===== src/core/cipher_pkg.sv =====
`default_nettype none
package cipher_pkg;
	// Register bus and block types.
	typedef logic [7:0] addr_t;
	typedef logic [7:0] byte_t;
	typedef logic [127:0] block_t;

	// Register byte addresses.
	localparam addr_t ADDR_INPUT_PORT  = 8'hb1;
	localparam addr_t ADDR_OUTPUT_PORT = 8'hb2;
	localparam addr_t ADDR_CTRL_STATUS = 8'hb3;
	localparam addr_t ADDR_IRQ         = 8'hb0;

	// Field positions of the control/status register.
	localparam int CS_START_POS = 0;
	localparam int CS_CMD_LSB   = 1;
	localparam int CS_READY_POS = 3;
	localparam int CS_MODE_LSB  = 4;
	// Field positions of the interrupt register.
	localparam int IRQ_FLAG_POS   = 0;
	localparam int IRQ_ENABLE_POS = 1;

	// Command codes.
	localparam logic [1:0] CMD_ENCRYPT  = 2'h0;
	localparam logic [1:0] CMD_DECRYPT  = 2'h1;
	localparam logic [1:0] CMD_LOAD_KEY = 2'h2;
	localparam logic [1:0] CMD_LOAD_IV  = 2'h3;

	// Chaining mode codes; 3'h6 and 3'h7 are reserved.
	localparam logic [2:0] MODE_CBC     = 3'h0;
	localparam logic [2:0] MODE_CFB     = 3'h1;
	localparam logic [2:0] MODE_OFB     = 3'h2;
	localparam logic [2:0] MODE_CTR     = 3'h3;
	localparam logic [2:0] MODE_ECB     = 3'h4;
	localparam logic [2:0] MODE_CBC_MAC = 3'h5;

	// Values after reset.
	localparam logic [2:0] RST_MODE  = 3'h0;
	localparam logic [1:0] RST_CMD   = 2'h0;
	localparam logic       RST_READY = 1'b1;
	localparam byte_t      RST_BYTE  = 8'h00;

	// Transfer sizes and core latency in clock cycles.
	localparam logic [3:0] LAST_BLOCK_BYTE = 4'hf;
	localparam logic [3:0] LAST_PART_BYTE  = 4'h3;
	localparam logic [1:0] LAST_PART       = 2'h3;
	localparam int         CORE_CYCLES     = 12;
endpackage
`default_nettype wire


===== src/core/cipher_reset_sync.sv =====
`timescale 1ns/1ps
`default_nettype none
module cipher_reset_sync (
	input  wire logic clk_i,   // System clock.
	input  wire logic rstn_i,  // Asynchronous reset, active low.
	output var  logic rstn_o   // Released reset, active low.
);
	logic meta_n;

	// Release is delayed two edges so that no flop sees a runt reset edge.
	always_ff @(posedge clk_i or negedge rstn_i) begin
		if (!rstn_i) begin
			meta_n <= 1'b0;
			rstn_o <= 1'b0;
		end else begin
			meta_n <= 1'b1;
			rstn_o <= meta_n;
		end
	end
endmodule
`default_nettype wire


===== src/core/cipher_core_stub.sv =====
`timescale 1ns/1ps
`default_nettype none
module cipher_core_stub #(
	parameter int LATENCY = cipher_pkg::CORE_CYCLES  // Cycles from start to done.
) (
	input  wire logic              clk_i,      // System clock.
	input  wire logic              rst_n_i,    // Synchronised reset, active low.
	input  wire logic              clear_i,    // Deep power mode clear.
	input  wire logic              start_i,    // One-cycle start pulse.
	input  wire logic              decrypt_i,  // Inverse transform when high.
	input  wire cipher_pkg::block_t key_i,     // Block key.
	input  wire cipher_pkg::block_t data_i,    // Operand.
	output var  logic              done_o,     // One-cycle done pulse.
	output var  cipher_pkg::block_t result_o   // Result, valid with done.
);
	import cipher_pkg::*;

	logic [7:0] count;
	logic       busy;

	// Stand-in for the round datapath: an invertible keyed mix with a fixed latency.
	function automatic block_t mix(input block_t d, input block_t k, input logic inv);
		block_t t;
		t = '0;
		if (inv)
			t = {d[7:0], d[127:8]} ^ k;
		else begin
			t = d ^ k;
			t = {t[119:0], t[127:120]};
		end
		return t;
	endfunction

	// Latency counter; a new start restarts it.
	always_ff @(posedge clk_i or negedge rst_n_i) begin
		if (!rst_n_i) begin
			count    <= 8'h00;
			busy     <= 1'b0;
			done_o   <= 1'b0;
			result_o <= '0;
		end else if (clear_i) begin
			count    <= 8'h00;
			busy     <= 1'b0;
			done_o   <= 1'b0;
			result_o <= '0;
		end else if (start_i) begin
			count    <= 8'(LATENCY - 1);
			busy     <= 1'b1;
			done_o   <= 1'b0;
			result_o <= mix(data_i, key_i, decrypt_i);
		end else begin
			done_o <= busy && (count == 8'h00);
			if (count != 8'h00)
				count <= count - 8'h01;
			else
				busy <= 1'b0;
		end
	end
endmodule
`default_nettype wire


===== src/core/cipher_coproc.sv =====
// Operation
// RULE1 - Host zero-pads a short final block.
// RULE2 - Control by CPU, data ports preferably DMA.
// RULE3 - Host sets up two DMA channels first.
// RULE4 - Start command raises a DMA trigger.
// RULE5 - Host restarts each block on interrupt.
// RULE6 - CFB, OFB, CTR work in 32-bit parts.
// RULE7 - Triggers pace each 32-bit part.
// RULE8 - MAC: CBC-MAC blocks, last block CBC.
// RULE9 - Host compares read-back MAC to expected.
// RULE10 - Host builds zero IV and first block.
// RULE11 - Host fills authentication flag byte fields.
// RULE12 - Host truncates tag to its length.
// RULE13 - Counter zero for tag, nonzero for data.
// RULE14 - Mode and IV load written together.
// RULE15 - Encryption reloads IV with nonzero counter.
// RULE16 - Decryption CTR follows tag step directly.
// RULE17 - Counter increments automatically over 32 bits.
// RULE18 - Host splits and pads tag and ciphertext.
// RULE19 - Interrupt when a block completes.
// RULE20 - Download request when input is needed.
// RULE21 - Upload request when output is waiting.
// RULE22 - Deep power modes restore reset values.
// RULE23 - Command field selects operation run on start.
// RULE24 - Mode field encodes chaining mode.
// RULE25 - Start bit launches, hardware clears it.
// RULE26 - Ready low while busy, resets high.
// RULE27 - Interrupt flag sticky until software clears.
//
// Our own choices: the plain strobed port and the register addresses.
`timescale 1ns/1ps
`default_nettype none
module cipher_coproc #(
	parameter int CORE_LATENCY = cipher_pkg::CORE_CYCLES  // Core cycles per transform.
) (
	input  wire logic              CLK_SYS_I,                  // System clock, 20 MHz.
	input  wire logic              RSTN_I,                     // Reset, active low.
	input  wire cipher_pkg::addr_t ADDR_I,                     // Register address.
	input  wire cipher_pkg::byte_t WDATA_I,                    // Write data.
	input  wire logic              WR_I,                       // Write strobe.
	input  wire logic              RD_I,                       // Read strobe.
	output var  cipher_pkg::byte_t RDATA_O,                    // Read data, next cycle.
	input  wire logic              DEEP_POWER_MODE_A_I,        // Deep power mode entry.
	input  wire logic              DEEP_POWER_MODE_B_I,        // Deepest power mode entry.
	output var  logic              CIPHER_DOWNLOAD_REQUEST_O,  // Input DMA trigger.
	output var  logic              CIPHER_UPLOAD_REQUEST_O,    // Output DMA trigger.
	output var  logic              CIPHER_DONE_INTERRUPT_O     // Block done interrupt.
);
	import cipher_pkg::*;

	typedef enum logic [2:0] {
		S_IDLE, S_LOAD, S_CORE, S_UNLOAD, S_KSTREAM, S_PART_IN, S_PART_OUT
	} seq_e;

	logic       rst_n;
	logic       pm_clear;
	logic [2:0] mode;
	logic [1:0] cmd;
	logic       start_bit;
	logic       ready;
	logic       irq_flag;
	logic       irq_enable;
	byte_t      last_input;
	seq_e       state;
	logic [1:0] run_cmd;
	logic [2:0] run_mode;
	logic [3:0] byte_cnt;
	logic [1:0] part;
	block_t     key;
	block_t     chain;
	block_t     ctr_blk;
	block_t     kstream;
	block_t     in_blk;
	block_t     out_blk;
	logic       core_start;
	logic       core_decrypt;
	block_t     core_operand;
	logic       core_done;
	block_t     core_result;
	logic       block_done;
	logic       wr_ctrl;
	logic       wr_input;
	logic       wr_irq;
	logic       rd_output;
	logic       is_decrypt;
	logic [31:0] in_word;
	logic [31:0] out_word;

	// Part modes cut each block into four words; reserved codes act as ECB.
	function automatic logic part_mode(input logic [2:0] m);
		return (m == MODE_CFB) || (m == MODE_OFB) || (m == MODE_CTR);
	endfunction

	// Word of a block chosen by part index, leftmost word first.
	function automatic logic [31:0] word_of(input block_t b, input logic [1:0] p);
		return b[127 - 32 * p -: 32];
	endfunction

	cipher_reset_sync u_reset_sync (
		.clk_i  (CLK_SYS_I),
		.rstn_i (RSTN_I),
		.rstn_o (rst_n)
	);

	cipher_core_stub #(
		.LATENCY (CORE_LATENCY)
	) u_core (
		.clk_i     (CLK_SYS_I),
		.rst_n_i   (rst_n),
		.clear_i   (pm_clear),
		.start_i   (core_start),
		.decrypt_i (core_decrypt),
		.key_i     (key),
		.data_i    (core_operand),
		.done_o    (core_done),
		.result_o  (core_result)
	);

	// Address decode; the power controller is on this clock, so no synchroniser.
	assign pm_clear   = DEEP_POWER_MODE_A_I | DEEP_POWER_MODE_B_I;  // [RULE22]
	assign wr_ctrl    = WR_I && (ADDR_I == ADDR_CTRL_STATUS);  // [RULE2]
	assign wr_input   = WR_I && (ADDR_I == ADDR_INPUT_PORT);
	assign wr_irq     = WR_I && (ADDR_I == ADDR_IRQ);
	assign rd_output  = RD_I && (ADDR_I == ADDR_OUTPUT_PORT);
	assign is_decrypt = (run_cmd == CMD_DECRYPT);
	assign in_word    = {in_blk[23:0], WDATA_I};
	assign out_word   = in_word ^ word_of(kstream, part);
	assign block_done = (state == S_UNLOAD && rd_output && byte_cnt == LAST_BLOCK_BYTE)
		|| (state == S_CORE && core_done && run_mode == MODE_CBC_MAC
			&& !part_mode(run_mode))
		|| (state == S_PART_OUT && rd_output && byte_cnt == LAST_PART_BYTE
			&& part == LAST_PART);

	// Core operand: CBC encryption folds the chain in, part modes encrypt the chain, CTR the counter block.
	always_comb begin
		core_decrypt = 1'b0;
		core_operand = {in_blk[119:0], WDATA_I};
		if ((start_bit && part_mode(mode)) || state == S_IDLE || state == S_KSTREAM) begin
			core_operand = (mode == MODE_CTR) ? ctr_blk : chain;  // [RULE16]
		end else if (!is_decrypt && (run_mode == MODE_CBC || run_mode == MODE_CBC_MAC)) begin
			core_operand = {in_blk[119:0], WDATA_I} ^ chain;
		end else if (is_decrypt && run_mode != MODE_ECB && run_mode != 3'h6 && run_mode != 3'h7) begin
			core_decrypt = 1'b1;
		end else begin
			core_decrypt = is_decrypt;
		end
		core_start = 1'b0;
		if (start_bit && !pm_clear && part_mode(mode)
				&& (cmd == CMD_ENCRYPT || cmd == CMD_DECRYPT))
			core_start = 1'b1;  // [RULE6]
		else if (state == S_LOAD && wr_input && byte_cnt == LAST_BLOCK_BYTE
				&& (run_cmd == CMD_ENCRYPT || run_cmd == CMD_DECRYPT))
			core_start = 1'b1;
	end

	// Control fields; the start bit is taken on a one and cleared the next cycle.
	always_ff @(posedge CLK_SYS_I or negedge rst_n) begin
		if (!rst_n) begin
			mode      <= RST_MODE;
			cmd       <= RST_CMD;
			start_bit <= 1'b0;
		end else if (pm_clear) begin
			mode      <= RST_MODE;  // [RULE22]
			cmd       <= RST_CMD;
			start_bit <= 1'b0;
		end else if (wr_ctrl) begin
			mode      <= WDATA_I[CS_MODE_LSB +: 3];  // [RULE24]
			cmd       <= WDATA_I[CS_CMD_LSB +: 2];  // [RULE23]
			start_bit <= WDATA_I[CS_START_POS];  // [RULE25]
		end else begin
			start_bit <= 1'b0;  // [RULE25]
		end
	end

	// Interrupt flag and enable; a completing block wins over a clear in the same cycle.
	always_ff @(posedge CLK_SYS_I or negedge rst_n) begin
		if (!rst_n) begin
			irq_flag                <= 1'b0;
			irq_enable              <= 1'b0;
			CIPHER_DONE_INTERRUPT_O <= 1'b0;
		end else if (pm_clear) begin
			irq_flag                <= 1'b0;
			irq_enable              <= 1'b0;
			CIPHER_DONE_INTERRUPT_O <= 1'b0;
		end else begin
			if (block_done)
				irq_flag <= 1'b1;  // [RULE19]
			else if (wr_irq && WDATA_I[IRQ_FLAG_POS])
				irq_flag <= 1'b0;  // [RULE27]
			if (wr_irq)
				irq_enable <= WDATA_I[IRQ_ENABLE_POS];
			CIPHER_DONE_INTERRUPT_O <= (irq_flag || block_done) && irq_enable;
		end
	end

	// Sequencer: launches a command, collects bytes, runs the core, hands results out.
	always_ff @(posedge CLK_SYS_I or negedge rst_n) begin
		if (!rst_n) begin
			state    <= S_IDLE;
			ready    <= RST_READY;
			run_cmd  <= RST_CMD;
			run_mode <= RST_MODE;
			byte_cnt <= 4'h0;
			part     <= 2'h0;
			key      <= '0;
			chain    <= '0;
			ctr_blk  <= '0;
			kstream  <= '0;
			in_blk   <= '0;
			out_blk  <= '0;
		end else if (pm_clear) begin
			state    <= S_IDLE;  // [RULE22]
			ready    <= RST_READY;
			run_cmd  <= RST_CMD;
			run_mode <= RST_MODE;
			byte_cnt <= 4'h0;
			part     <= 2'h0;
			key      <= '0;
			chain    <= '0;
			ctr_blk  <= '0;
			kstream  <= '0;
			in_blk   <= '0;
			out_blk  <= '0;
		end else if (start_bit) begin
			// Any start, a key or IV load included, aborts whatever was running.
			run_cmd  <= cmd;  // [RULE23]
			run_mode <= mode;
			byte_cnt <= 4'h0;
			part     <= 2'h0;
			ready    <= 1'b0;  // [RULE26]
			if (part_mode(mode) && (cmd == CMD_ENCRYPT || cmd == CMD_DECRYPT))
				state <= S_KSTREAM;
			else
				state <= S_LOAD;
		end else begin
			case (state)
				S_LOAD: begin
					if (wr_input) begin
						in_blk   <= {in_blk[119:0], WDATA_I};
						byte_cnt <= byte_cnt + 4'h1;
						if (byte_cnt == LAST_BLOCK_BYTE) begin
							case (run_cmd)
								CMD_LOAD_KEY: begin
									key   <= {in_blk[119:0], WDATA_I};
									ready <= 1'b1;
									state <= S_IDLE;
								end
								CMD_LOAD_IV: begin
									chain   <= {in_blk[119:0], WDATA_I};
									ctr_blk <= {in_blk[119:0], WDATA_I};
									ready   <= 1'b1;
									state   <= S_IDLE;
								end
								default: state <= S_CORE;
							endcase
						end
					end
				end
				S_CORE: begin
					if (core_done) begin
						byte_cnt <= 4'h0;
						if (run_mode == MODE_CBC || run_mode == MODE_CBC_MAC) begin
							chain   <= is_decrypt ? in_blk : core_result;
							out_blk <= is_decrypt ? core_result ^ chain : core_result;
						end else begin
							out_blk <= core_result;
						end
						// The MAC pass keeps its result in out_blk, and in the chain when encrypting, with no upload.
						if (run_mode == MODE_CBC_MAC) begin
							ready <= 1'b1;  // [RULE8]
							state <= S_IDLE;
						end else begin
							state <= S_UNLOAD;  // [RULE21]
						end
					end
				end
				S_UNLOAD: begin
					if (rd_output) begin
						out_blk  <= {out_blk[119:0], 8'h00};
						byte_cnt <= byte_cnt + 4'h1;
						if (byte_cnt == LAST_BLOCK_BYTE) begin
							ready <= 1'b1;  // [RULE26]
							state <= S_IDLE;
						end
					end
				end
				S_KSTREAM: begin
					if (core_done) begin
						kstream <= core_result;
						state   <= S_PART_IN;  // [RULE20]
					end
				end
				S_PART_IN: begin
					if (wr_input) begin
						in_blk   <= {in_blk[119:0], WDATA_I};
						byte_cnt <= byte_cnt + 4'h1;
						if (byte_cnt == LAST_PART_BYTE) begin
							// The feedback word is always the ciphertext side.
							if (run_mode == MODE_CFB)
								chain[127 - 32 * part -: 32] <= is_decrypt ? in_word : out_word;
							out_blk  <= {out_word, 96'h0};
							byte_cnt <= 4'h0;
							state    <= S_PART_OUT;  // [RULE6]
						end
					end
				end
				S_PART_OUT: begin
					if (rd_output) begin
						out_blk  <= {out_blk[119:0], 8'h00};
						byte_cnt <= byte_cnt + 4'h1;
						if (byte_cnt == LAST_PART_BYTE) begin
							byte_cnt <= 4'h0;
							if (part == LAST_PART) begin
								if (run_mode == MODE_OFB)
									chain <= kstream;
								// Only the low word counts, so it wraps after 2^32 blocks.
								ctr_blk <= {ctr_blk[127:32], ctr_blk[31:0] + 32'h1};  // [RULE17]
								ready   <= 1'b1;
								state   <= S_IDLE;
							end else begin
								part  <= part + 2'h1;
								state <= S_PART_IN;  // [RULE7]
							end
						end
					end
				end
				default: state <= S_IDLE;
			endcase
		end
	end

	// DMA triggers pulse once for each block or word that must move.
	always_ff @(posedge CLK_SYS_I or negedge rst_n) begin
		if (!rst_n) begin
			CIPHER_DOWNLOAD_REQUEST_O <= 1'b0;
			CIPHER_UPLOAD_REQUEST_O   <= 1'b0;
		end else if (pm_clear) begin
			CIPHER_DOWNLOAD_REQUEST_O <= 1'b0;
			CIPHER_UPLOAD_REQUEST_O   <= 1'b0;
		end else begin
			CIPHER_DOWNLOAD_REQUEST_O <= (start_bit && !(part_mode(mode)
				&& (cmd == CMD_ENCRYPT || cmd == CMD_DECRYPT)))  // [RULE4]
				|| (!start_bit && state == S_KSTREAM && core_done)  // [RULE20]
				|| (!start_bit && state == S_PART_OUT && rd_output
					&& byte_cnt == LAST_PART_BYTE && part != LAST_PART);  // [RULE7]
			CIPHER_UPLOAD_REQUEST_O <= !start_bit && ((state == S_CORE && core_done
				&& run_mode != MODE_CBC_MAC)
				|| (state == S_PART_IN && wr_input && byte_cnt == LAST_PART_BYTE));  // [RULE21]
		end
	end

	// Read data and the input port echo; unmapped addresses read zero.
	always_ff @(posedge CLK_SYS_I or negedge rst_n) begin
		if (!rst_n) begin
			RDATA_O    <= RST_BYTE;
			last_input <= RST_BYTE;
		end else if (pm_clear) begin
			RDATA_O    <= RST_BYTE;
			last_input <= RST_BYTE;
		end else begin
			if (wr_input)
				last_input <= WDATA_I;
			RDATA_O <= RST_BYTE;
			if (RD_I) begin
				case (ADDR_I)
					ADDR_CTRL_STATUS: RDATA_O <= {1'b0, mode, ready, cmd, start_bit};
					ADDR_INPUT_PORT:  RDATA_O <= last_input;
					ADDR_OUTPUT_PORT: RDATA_O <= out_blk[127:120];
					ADDR_IRQ:         RDATA_O <= {6'h00, irq_enable, irq_flag};
					default:          RDATA_O <= RST_BYTE;
				endcase
			end
		end
	end
endmodule
`default_nettype wire


===== config.mk =====
export PLATFORM = sky130hd
export DESIGN_NAME = cipher_coproc
export DESIGN_NICKNAME = d
export VERILOG_FILES = /design/src/core/cipher_pkg.sv /design/src/core/cipher_reset_sync.sv /design/src/core/cipher_core_stub.sv /design/src/core/cipher_coproc.sv
export SDC_FILE = /design/constraint.sdc
export NUM_CORES = 2
export LEC_CHECK = 0
export BUFFER_PORTS_ARGS = -buffer_cell sky130_fd_sc_hd__buf_2
export CORE_MARGIN = 2
export CORE_UTILIZATION = 54
export CTS_CLUSTER_SIZE = 8
export DETAILED_ROUTE_END_ITERATION = 10
export PLACE_DENSITY_LB_ADDON = 0.08
export SLEW_MARGIN = 40
export SYNTH_ARGS = -nofsm -noshare
export SYNTH_HDL_FRONTEND = slang
export SYNTH_HIERARCHICAL = 1
export SYNTH_SLANG_ARGS = --single-unit
export TNS_END_PERCENT = 30

===== constraint.sdc =====
create_clock -name CLK_SYS_I -period 83.8 [get_ports CLK_SYS_I]
set_clock_uncertainty 0.15 [all_clocks]
set_input_delay 0 -clock CLK_SYS_I [delete_from_list [all_inputs] [get_ports CLK_SYS_I]]
set_output_delay 0 -clock CLK_SYS_I [all_outputs]
set_load 0.005 [all_outputs]

After elaboration in Yosys (flattened, before gate mapping):

Cells that the tools add are included.

* order comparisons: 0
* multiplexer cells: 134
* $add $sub $neg: 6
* eq/ne operators: 59
* shifts and indexed selects: 3
* bitwise gates (word level): 6
* div/mod/pow operators: 0
* reduce and logical (&&, ||, !) cells: 100
* $mul: 0

Operator list (count)
* $mux 128: 45
* $pmux 128 s4: 1
* $xor 128x128->128: 4
* $pmux 128 s3: 1
* $pmux 128 s2: 1
* $shift 32x34->159 const A: 1
* $shiftx 159x33->32: 1
* $shiftx 32x34->159: 1
* $bwmux 128: 1
* $mux 32: 4
* $mux 8: 7
* $mux 3: 18
* $ne 3x3->1 const B: 14
* $logic_and 1x1->1: 38
* $neg 32->34: 1
* $add 32x1->32 const B: 1
* $eq 8x8->1 const B: 4
* $mux 1: 32
* $mux 4: 8
* $ne 4x4->1 const B: 8
* $pmux 8 s4: 1
* $xor 32x32->32: 1
* $mux 2: 12
* $reduce_bool 2->1: 12
* 39 further kinds: 91

* memories: 0
* output and inout bits: 11
* memory bits (writable): 0
* bits in latches: 0
* bits in registers: 950
* input port bits: 22
* memory bits (read-only): 0

Longest topological paths before layout:

* depth in word-level cells: 12
* depth in mapped cells: 12

Hierarchy:

The synthesis kept the hierarchy.

By module, submodules not included
* cipher_coproc: instances 1, cells each 5315, sequential area each 20270.7 sq um, area each 44973.1 sq um
* cipher_core_stub: instances 1, cells each 738, sequential area each 3453.3 sq um, area each 8550.7 sq um
* cipher_reset_sync: instances 1, cells each 3, sequential area each 50.0 sq um, area each 53.8 sq um

Worst setup path after synthesis:

No wires, ideal clock.

* path kind: flip-flop to flip-flop
* from: register state[1]
* to: register u_core.result_o[108]
* data arrival time: 2.503 ns
* required time: 83.529 ns
* setup slack: 81.026 ns
* period minus slack after synthesis: 2.774 ns
* setup time: 0.121 ns
* cell stages (with the launch flop): 12
* path buffers: 4
* path through: dfrtp_1 clkbuf_1 clkbuf_1 o21ai_0 nand2_1 clkbuf_1 clkbuf_1 o21ai_0 a221o_1 xnor2_1 mux2i_1 a22o_1

* word-level cells in the longest chain between the ends: 8
* elaborated cells between the ends (all ways): 18
* those cells by class: 2 x eq/ne; 7 x mux; 2 x bitwise; 7 x reduce/logical

RTL lines
* start, declared: line cipher_coproc.sv:64 `seq_e state;`
* start signal, assigned: line cipher_coproc.sv:199 `state <= S_IDLE;`
* start signal, assigned: line cipher_coproc.sv:212 `state <= S_IDLE;`
* start signal, assigned: line cipher_coproc.sv:232 `state <= S_KSTREAM;`
* $logic_not 3->1: line cipher_coproc.sv:138 `if ((start_bit && part_mode(mode)) || state == S_IDLE || state == S_KSTREAM) begin`
* $logic_or 1x1->1: line cipher_coproc.sv:138
* $logic_or 1x1->1 (*): line cipher_coproc.sv:138
* $mux 128 (*): line cipher_coproc.sv:138
* via core_operand[116]: line cipher_coproc.sv:77 `block_t core_operand;`
* $xor 128x128->128 (*): line cipher_core_stub.sv:26 `t = {d[7:0], d[127:8]} ^ k;`
* $mux 128 (*): line cipher_core_stub.sv:25 `if (inv)`
* $mux 128 (*): line cipher_core_stub.sv:46 `end else if (start_i) begin`
* $mux 128 (*): line cipher_core_stub.sv:41 `end else if (clear_i) begin`
* end signal, assigned: line cipher_core_stub.sv:50 `result_o <= mix(data_i, key_i, decrypt_i);`
* end, declared: line cipher_core_stub.sv:14 `output var cipher_pkg::block_t result_o`

The timed path passes the listed nets; every way through them passes the cells marked *. The select of a mux whose other input is x is not followed.
A chain may end at the register's enable or synchronous reset.

Worst setup path after layout:

* from: register state[0]
* to: register chain[67]

* word-level cells in the longest chain between the ends: 4
* elaborated cells between the ends (all ways): 21
* those cells by class: 16 x eq/ne; 3 x mux; 2 x reduce/logical

RTL lines
* $eq 3x3->1 (tied with other cells): line cipher_coproc.sv:236 `case (state)`
* $pmux 128 s4: line cipher_coproc.sv:236
* $mux 128: line cipher_coproc.sv:224 `end else if (start_bit) begin`
* $mux 128: line cipher_coproc.sv:211 `end else if (pm_clear) begin`
* end signal, assigned: line cipher_coproc.sv:249 `chain <= {in_blk[119:0], WDATA_I};`
* end signal, assigned: line cipher_coproc.sv:263 `chain <= is_decrypt ? in_blk : core_result;`
* end signal, assigned by index: line cipher_coproc.sv:300 `chain[127 - 32 * part -: 32] <= is_decrypt ? in_word : out_word;`
* end, declared: line cipher_coproc.sv:70 `block_t chain;`

Several ways; a longest one is shown, not always the timed one. The select of a mux whose other input is x is not followed.

==> qor.csv <==
stage;metric;value;unit
power_and_ir_drop;Comb power frac;0.051;
global_route;vias in the first global route;47000;
job;total of max-cap violations;0;
power_and_ir_drop;NetSw;0.000246;W
worst_setup_path;CP bufs+invs;3;
power_and_ir_drop;Flop pwr share;0.459;
floorplanning;site row count;115;
status;outcome;finished clean;
worst_setup_path;crit-path max FO;61;
timing;TNS Setup;0;ps
yosys;synthesized netlist cell count;6056;
route;Initial DRT Pass Iterations;6;
global_route;first-pass GRT wire length;292;mm
route;Vias per Instance;6.77;
timing;crit path setup slack, layout;78790;ps
final_layout;Antenna diodes;0;
yosys;syn avg cell area;8.85;sq um
yosys;compound-gate portion of the synthesized area;0.256;
yosys;mux cell area share after synthesis;0.0486;
worst_setup_path;Setup crit start kind;flip-flop;
route;Detailed Route WL;189;mm
worst_setup_path;critical path's largest stage delay;870;ps
timing;Final Critical Period;5010;ps
clocking;clock latency on the worst-skew pair;750;ps
global_route;largest net degree at the start of global routing;170;
yosys;simple-gate area share of the yosys netlist;0.133;
clocking;postcts setup bufs;0;
timing;worst rel slew slack;0.375;
power_and_ir_drop;Int Power;0.000768;W
timing;Slew @ Worst Pin;937;ps
yosys;register area share after synthesis;0.444;
final_layout;Final #Nets;5822;
worst_setup_path;critical path depth;9;
yosys;post-synthesis cell type count;70;
yosys;EDFF count, synth;0;
placed_design;gpl congestion;0.909;
hold_path;worst min-delay path class;reg -> async;
power_and_ir_drop;Worst VDD drop;0.0000210;V
power_and_ir_drop;Clk pwr share;0.491;
power_and_ir_drop;Power Density;17.3;nW/um^2
yosys;main combinational cell family by area after synthesis;compound AO/OA/AOI/OAI gates;
floorplanning;Ports;33;
floorplanning;starting density of the core;0.544;
route;initial drt markers;5025;
clocking;clock tree from TritonCTS;done;
floorplanning;Die W;319;um
timing;RSZ-0062 raised after global routing;no;
clocking;Num CTS Buffers;136;
route;post-detailed-route count of antenna-violating nets;0;
global_route;overall routing resource usage;0.368;
floorplanning;die height;319;um
clocking;clock sink total;950;
yosys;ys flop type;dfrtp_1;
clocking;Max clock buf depth;3;
route;via count of the routed design;48100;
timing;Final Cycle Share;0.0598;
clocking;Worst-path clk slew;50;ps
power_and_ir_drop;LEAKAGE;22.6;nW
yosys;warning count from the yosys run;6;
worst_setup_path;Crit. End Element;flip-flop;
floorplanning;core area;98400;sq um
worst_setup_path;cells on worst reg2reg path;9;
placed_design;DP HPWL;107;mm
yosys;syn_nets;6086;
final_layout;area grow syn2layout;9.47;%
floorplanning;die area;102000;sq um
worst_setup_path;crit path kind;reg -> reg;
global_route;GRT overflow;0;
global_route;initial antenna violation count;4;
worst_setup_path;crit-path cells;nand3b_1 > buf_4 > nor2_1 > a211o_1 > nor3_4 > and3_4 > buf_4 > buf_4 > a32o_1;
clocking;htree depth;4;
timing;count of final setup violators;0;
timing;fmax;200;MHz
yosys;Synth Register Bits;950;
placed_design;I/O Buffers;32;
worst_setup_path;Worst path slowest cell;dfrtp_1;
yosys;area share of xor/xnor cells in the synthesized design;0.0737;
timing;Final Hold Vio Count;0;
timing;Final Slew Violations;0;
worst_setup_path;WP data required;84310;ps
worst_setup_path;CP most frequent cell;buf_4;
yosys;Synth Cell Area;53600;sq um
worst_setup_path;CP arrival;5520;ps
route;WL/cell;26.6;um
final_layout;layout cell share with drive strength beyond 1;0.0707;
power_and_ir_drop;Sw Ratio;0.242;
route;residual DRC count;0;
yosys;Synth Area in Adders;0.00187;
worst_setup_path;cell family with most CP delay;buffers and inverters;
placed_design;dpl ws;78630;ps
clocking;clock root cell;clkbuf_16;
yosys;Synth async-reset ratio;1.00;
final_layout;Layout fillers;8637;
[flip-flops by register name (all words and copies together), names as in the netlist, 2 cells and up]
signal / count
in_blk: 128
chain: 128
cmd: 2
part: 2
ctr_blk: 128
run_cmd: 2
key: 128
run_mode: 3
kstream: 128
state: 3
u_core/count: 8
byte_cnt: 4
out_blk: 128
mode: 3
RDATA_O: 8
last_input: 8
u_core/result_o: 128
[final timing paths]
path | from | slack [ps] | to
max | state[0] | 78790 | chain[67]
min | u_reset_sync/rstn_o | 40 | ctr_blk[105]
max reg2reg | state[0] | 78790 | chain[67]
min reg2reg | u_reset_sync/rstn_o | 40 | ctr_blk[105]
max in group asynchronous | u_reset_sync/rstn_o | 80460 | in_blk[110]
min in group CLK_SYS_I | WDATA_I[0] | 110 | ctr_blk[0]
[synthesized netlist by cell type, drive strengths merged (5+ instances only)]
| master | number | area, sq um |
|---|---|---|
| nor2b | 13 | 81.3 |
| or2 | 5 | 31.3 |
| a211oi | 13 | 97.6 |
| o22ai | 6 | 37.5 |
| mux2i | 177 | 1770 |
| xor2 | 39 | 342 |
| o21ai | 754 | 3770 |
| a22o | 190 | 1660 |
| nor4 | 12 | 75.1 |
| mux2 | 70 | 788 |
| a221o | 129 | 1290 |
| xnor2 | 412 | 3610 |
| dfrtp | 949 | 23700 |
| nand3 | 29 | 145 |
| a32o | 127 | 1270 |
| and3 | 7 | 43.8 |
| and2 | 6 | 37.5 |
| nor3 | 9 | 56.3 |
| inv | 22 | 82.6 |
| o31ai | 234 | 1760 |
| clkbuf | 527 | 1980 |
| o41ai | 5 | 43.8 |
| nand2 | 1464 | 5500 |
| o21a | 7 | 52.6 |
| buf | 48 | 255 |
| a31oi | 19 | 119 |
| ha | 8 | 100 |
| or3 | 71 | 444 |
| nand2b | 9 | 56.3 |
| a21oi | 312 | 1560 |
| a32oi | 64 | 561 |
| o221ai | 33 | 289 |
| nor2 | 89 | 334 |
| a22oi | 126 | 946 |
| nand4 | 13 | 81.3 |
[metal layers]
metal  GRT usage  vias up  part of all wire
met3      0.0728      516             0.099
met2       0.572     2608              0.45
met5           0        -          0.000069
li1            -    21100                 -
met4       0.152        2             0.040
met1       0.504    23800              0.41
[power by group through the flow]
stage / clock network [W] / logic, W / registers, W
after floorplan: 0 / 0.0000275 / 0.000478
after global placement: 0 / 0.0000477 / 0.000473
after detailed placement: 0 / 0.0000488 / 0.000473
after CTS: 0.000503 / 0.0000499 / 0.000466
after global routing: 0.000521 / 0.0000564 / 0.000465
final: 0.000498 / 0.0000512 / 0.000465
[layout make-up]
| cell class | instances | area, sq um | share of cell area |
|---|---|---|---|
| inverters | 22 | 90.1 | 0.00154 |
| multi-input cells | 4509 | 27800 | 0.475 |
| well taps | 1287 | 1610 | 0.0275 |
| clock inverters | 10 | 95.1 | 0.00162 |
| clock buffers | 150 | 3540 | 0.0604 |
| repair buffers | 173 | 1690 | 0.0288 |
| flip-flops and latches | 950 | 23800 | 0.406 |
[logic make-up (layout without fill, tap and decap cells)]
kind of cell / Yosys count / count (layout)
xor+xnor: 451 / 451
flops: 950 / 950
compound gates: 2047 / 2047
buf+inv: 597 / 355
other cells: 1 / 1
fa+ha+maj: 8 / 8
mux: 249 / 249
simple gates: 1753 / 1753
[stage by stage]
| step | hold slack, ps | cell area (sq um) | std cells | power (W) | util |
|---|---|---|---|---|---|
| after floorplan | -446 | 53600 | 6056 | 0.000506 | - |
| after global placement | -363 | 54100 | 6884 | 0.000521 | 0.550 |
| after detailed placement | -362 | 54400 | 6890 | 0.000522 | 0.553 |
| after CTS | 50.7 | 58500 | 7095 | 0.00102 | 0.594 |
| after global routing | 56.5 | 58700 | 7101 | 0.00104 | 0.596 |
| final | 38.8 | 58700 | 7101 | 0.00101 | 0.596 |
[what timing repair did]
action,in CTS,in global routing
resized for setup,0,0
hold buffers,45,0
endpoints found under the hold margin,170,0
[placed cells by master, fill, tap and decap left out, types with 33 or more instances in the layout]
master,count
nand2_1,1460
dfrtp_1,946
o21ai_0,751
xnor2_1,412
a21oi_1,312
o31ai_1,234
a22o_1,190
mux2i_1,177
clkbuf_16,140
a221o_1,129
a32o_1,127
a22oi_1,126
nor2_1,79
or3_1,71
mux2_2,70
a32oi_1,64
buf_4,51
dlygate4sd3_1,45
xor2_1,39
o221ai_1,33
[worst reg2reg max path: stages (launching register included)]
cell	delay (ps)
dfrtp_1	870
nand3b_1	210
buf_4	580
nor2_1	180
a211o_1	410
nor3_4	510
and3_4	490
buf_4	470
buf_4	730
a32o_1	330
Power figures use the tool's default switching activity.
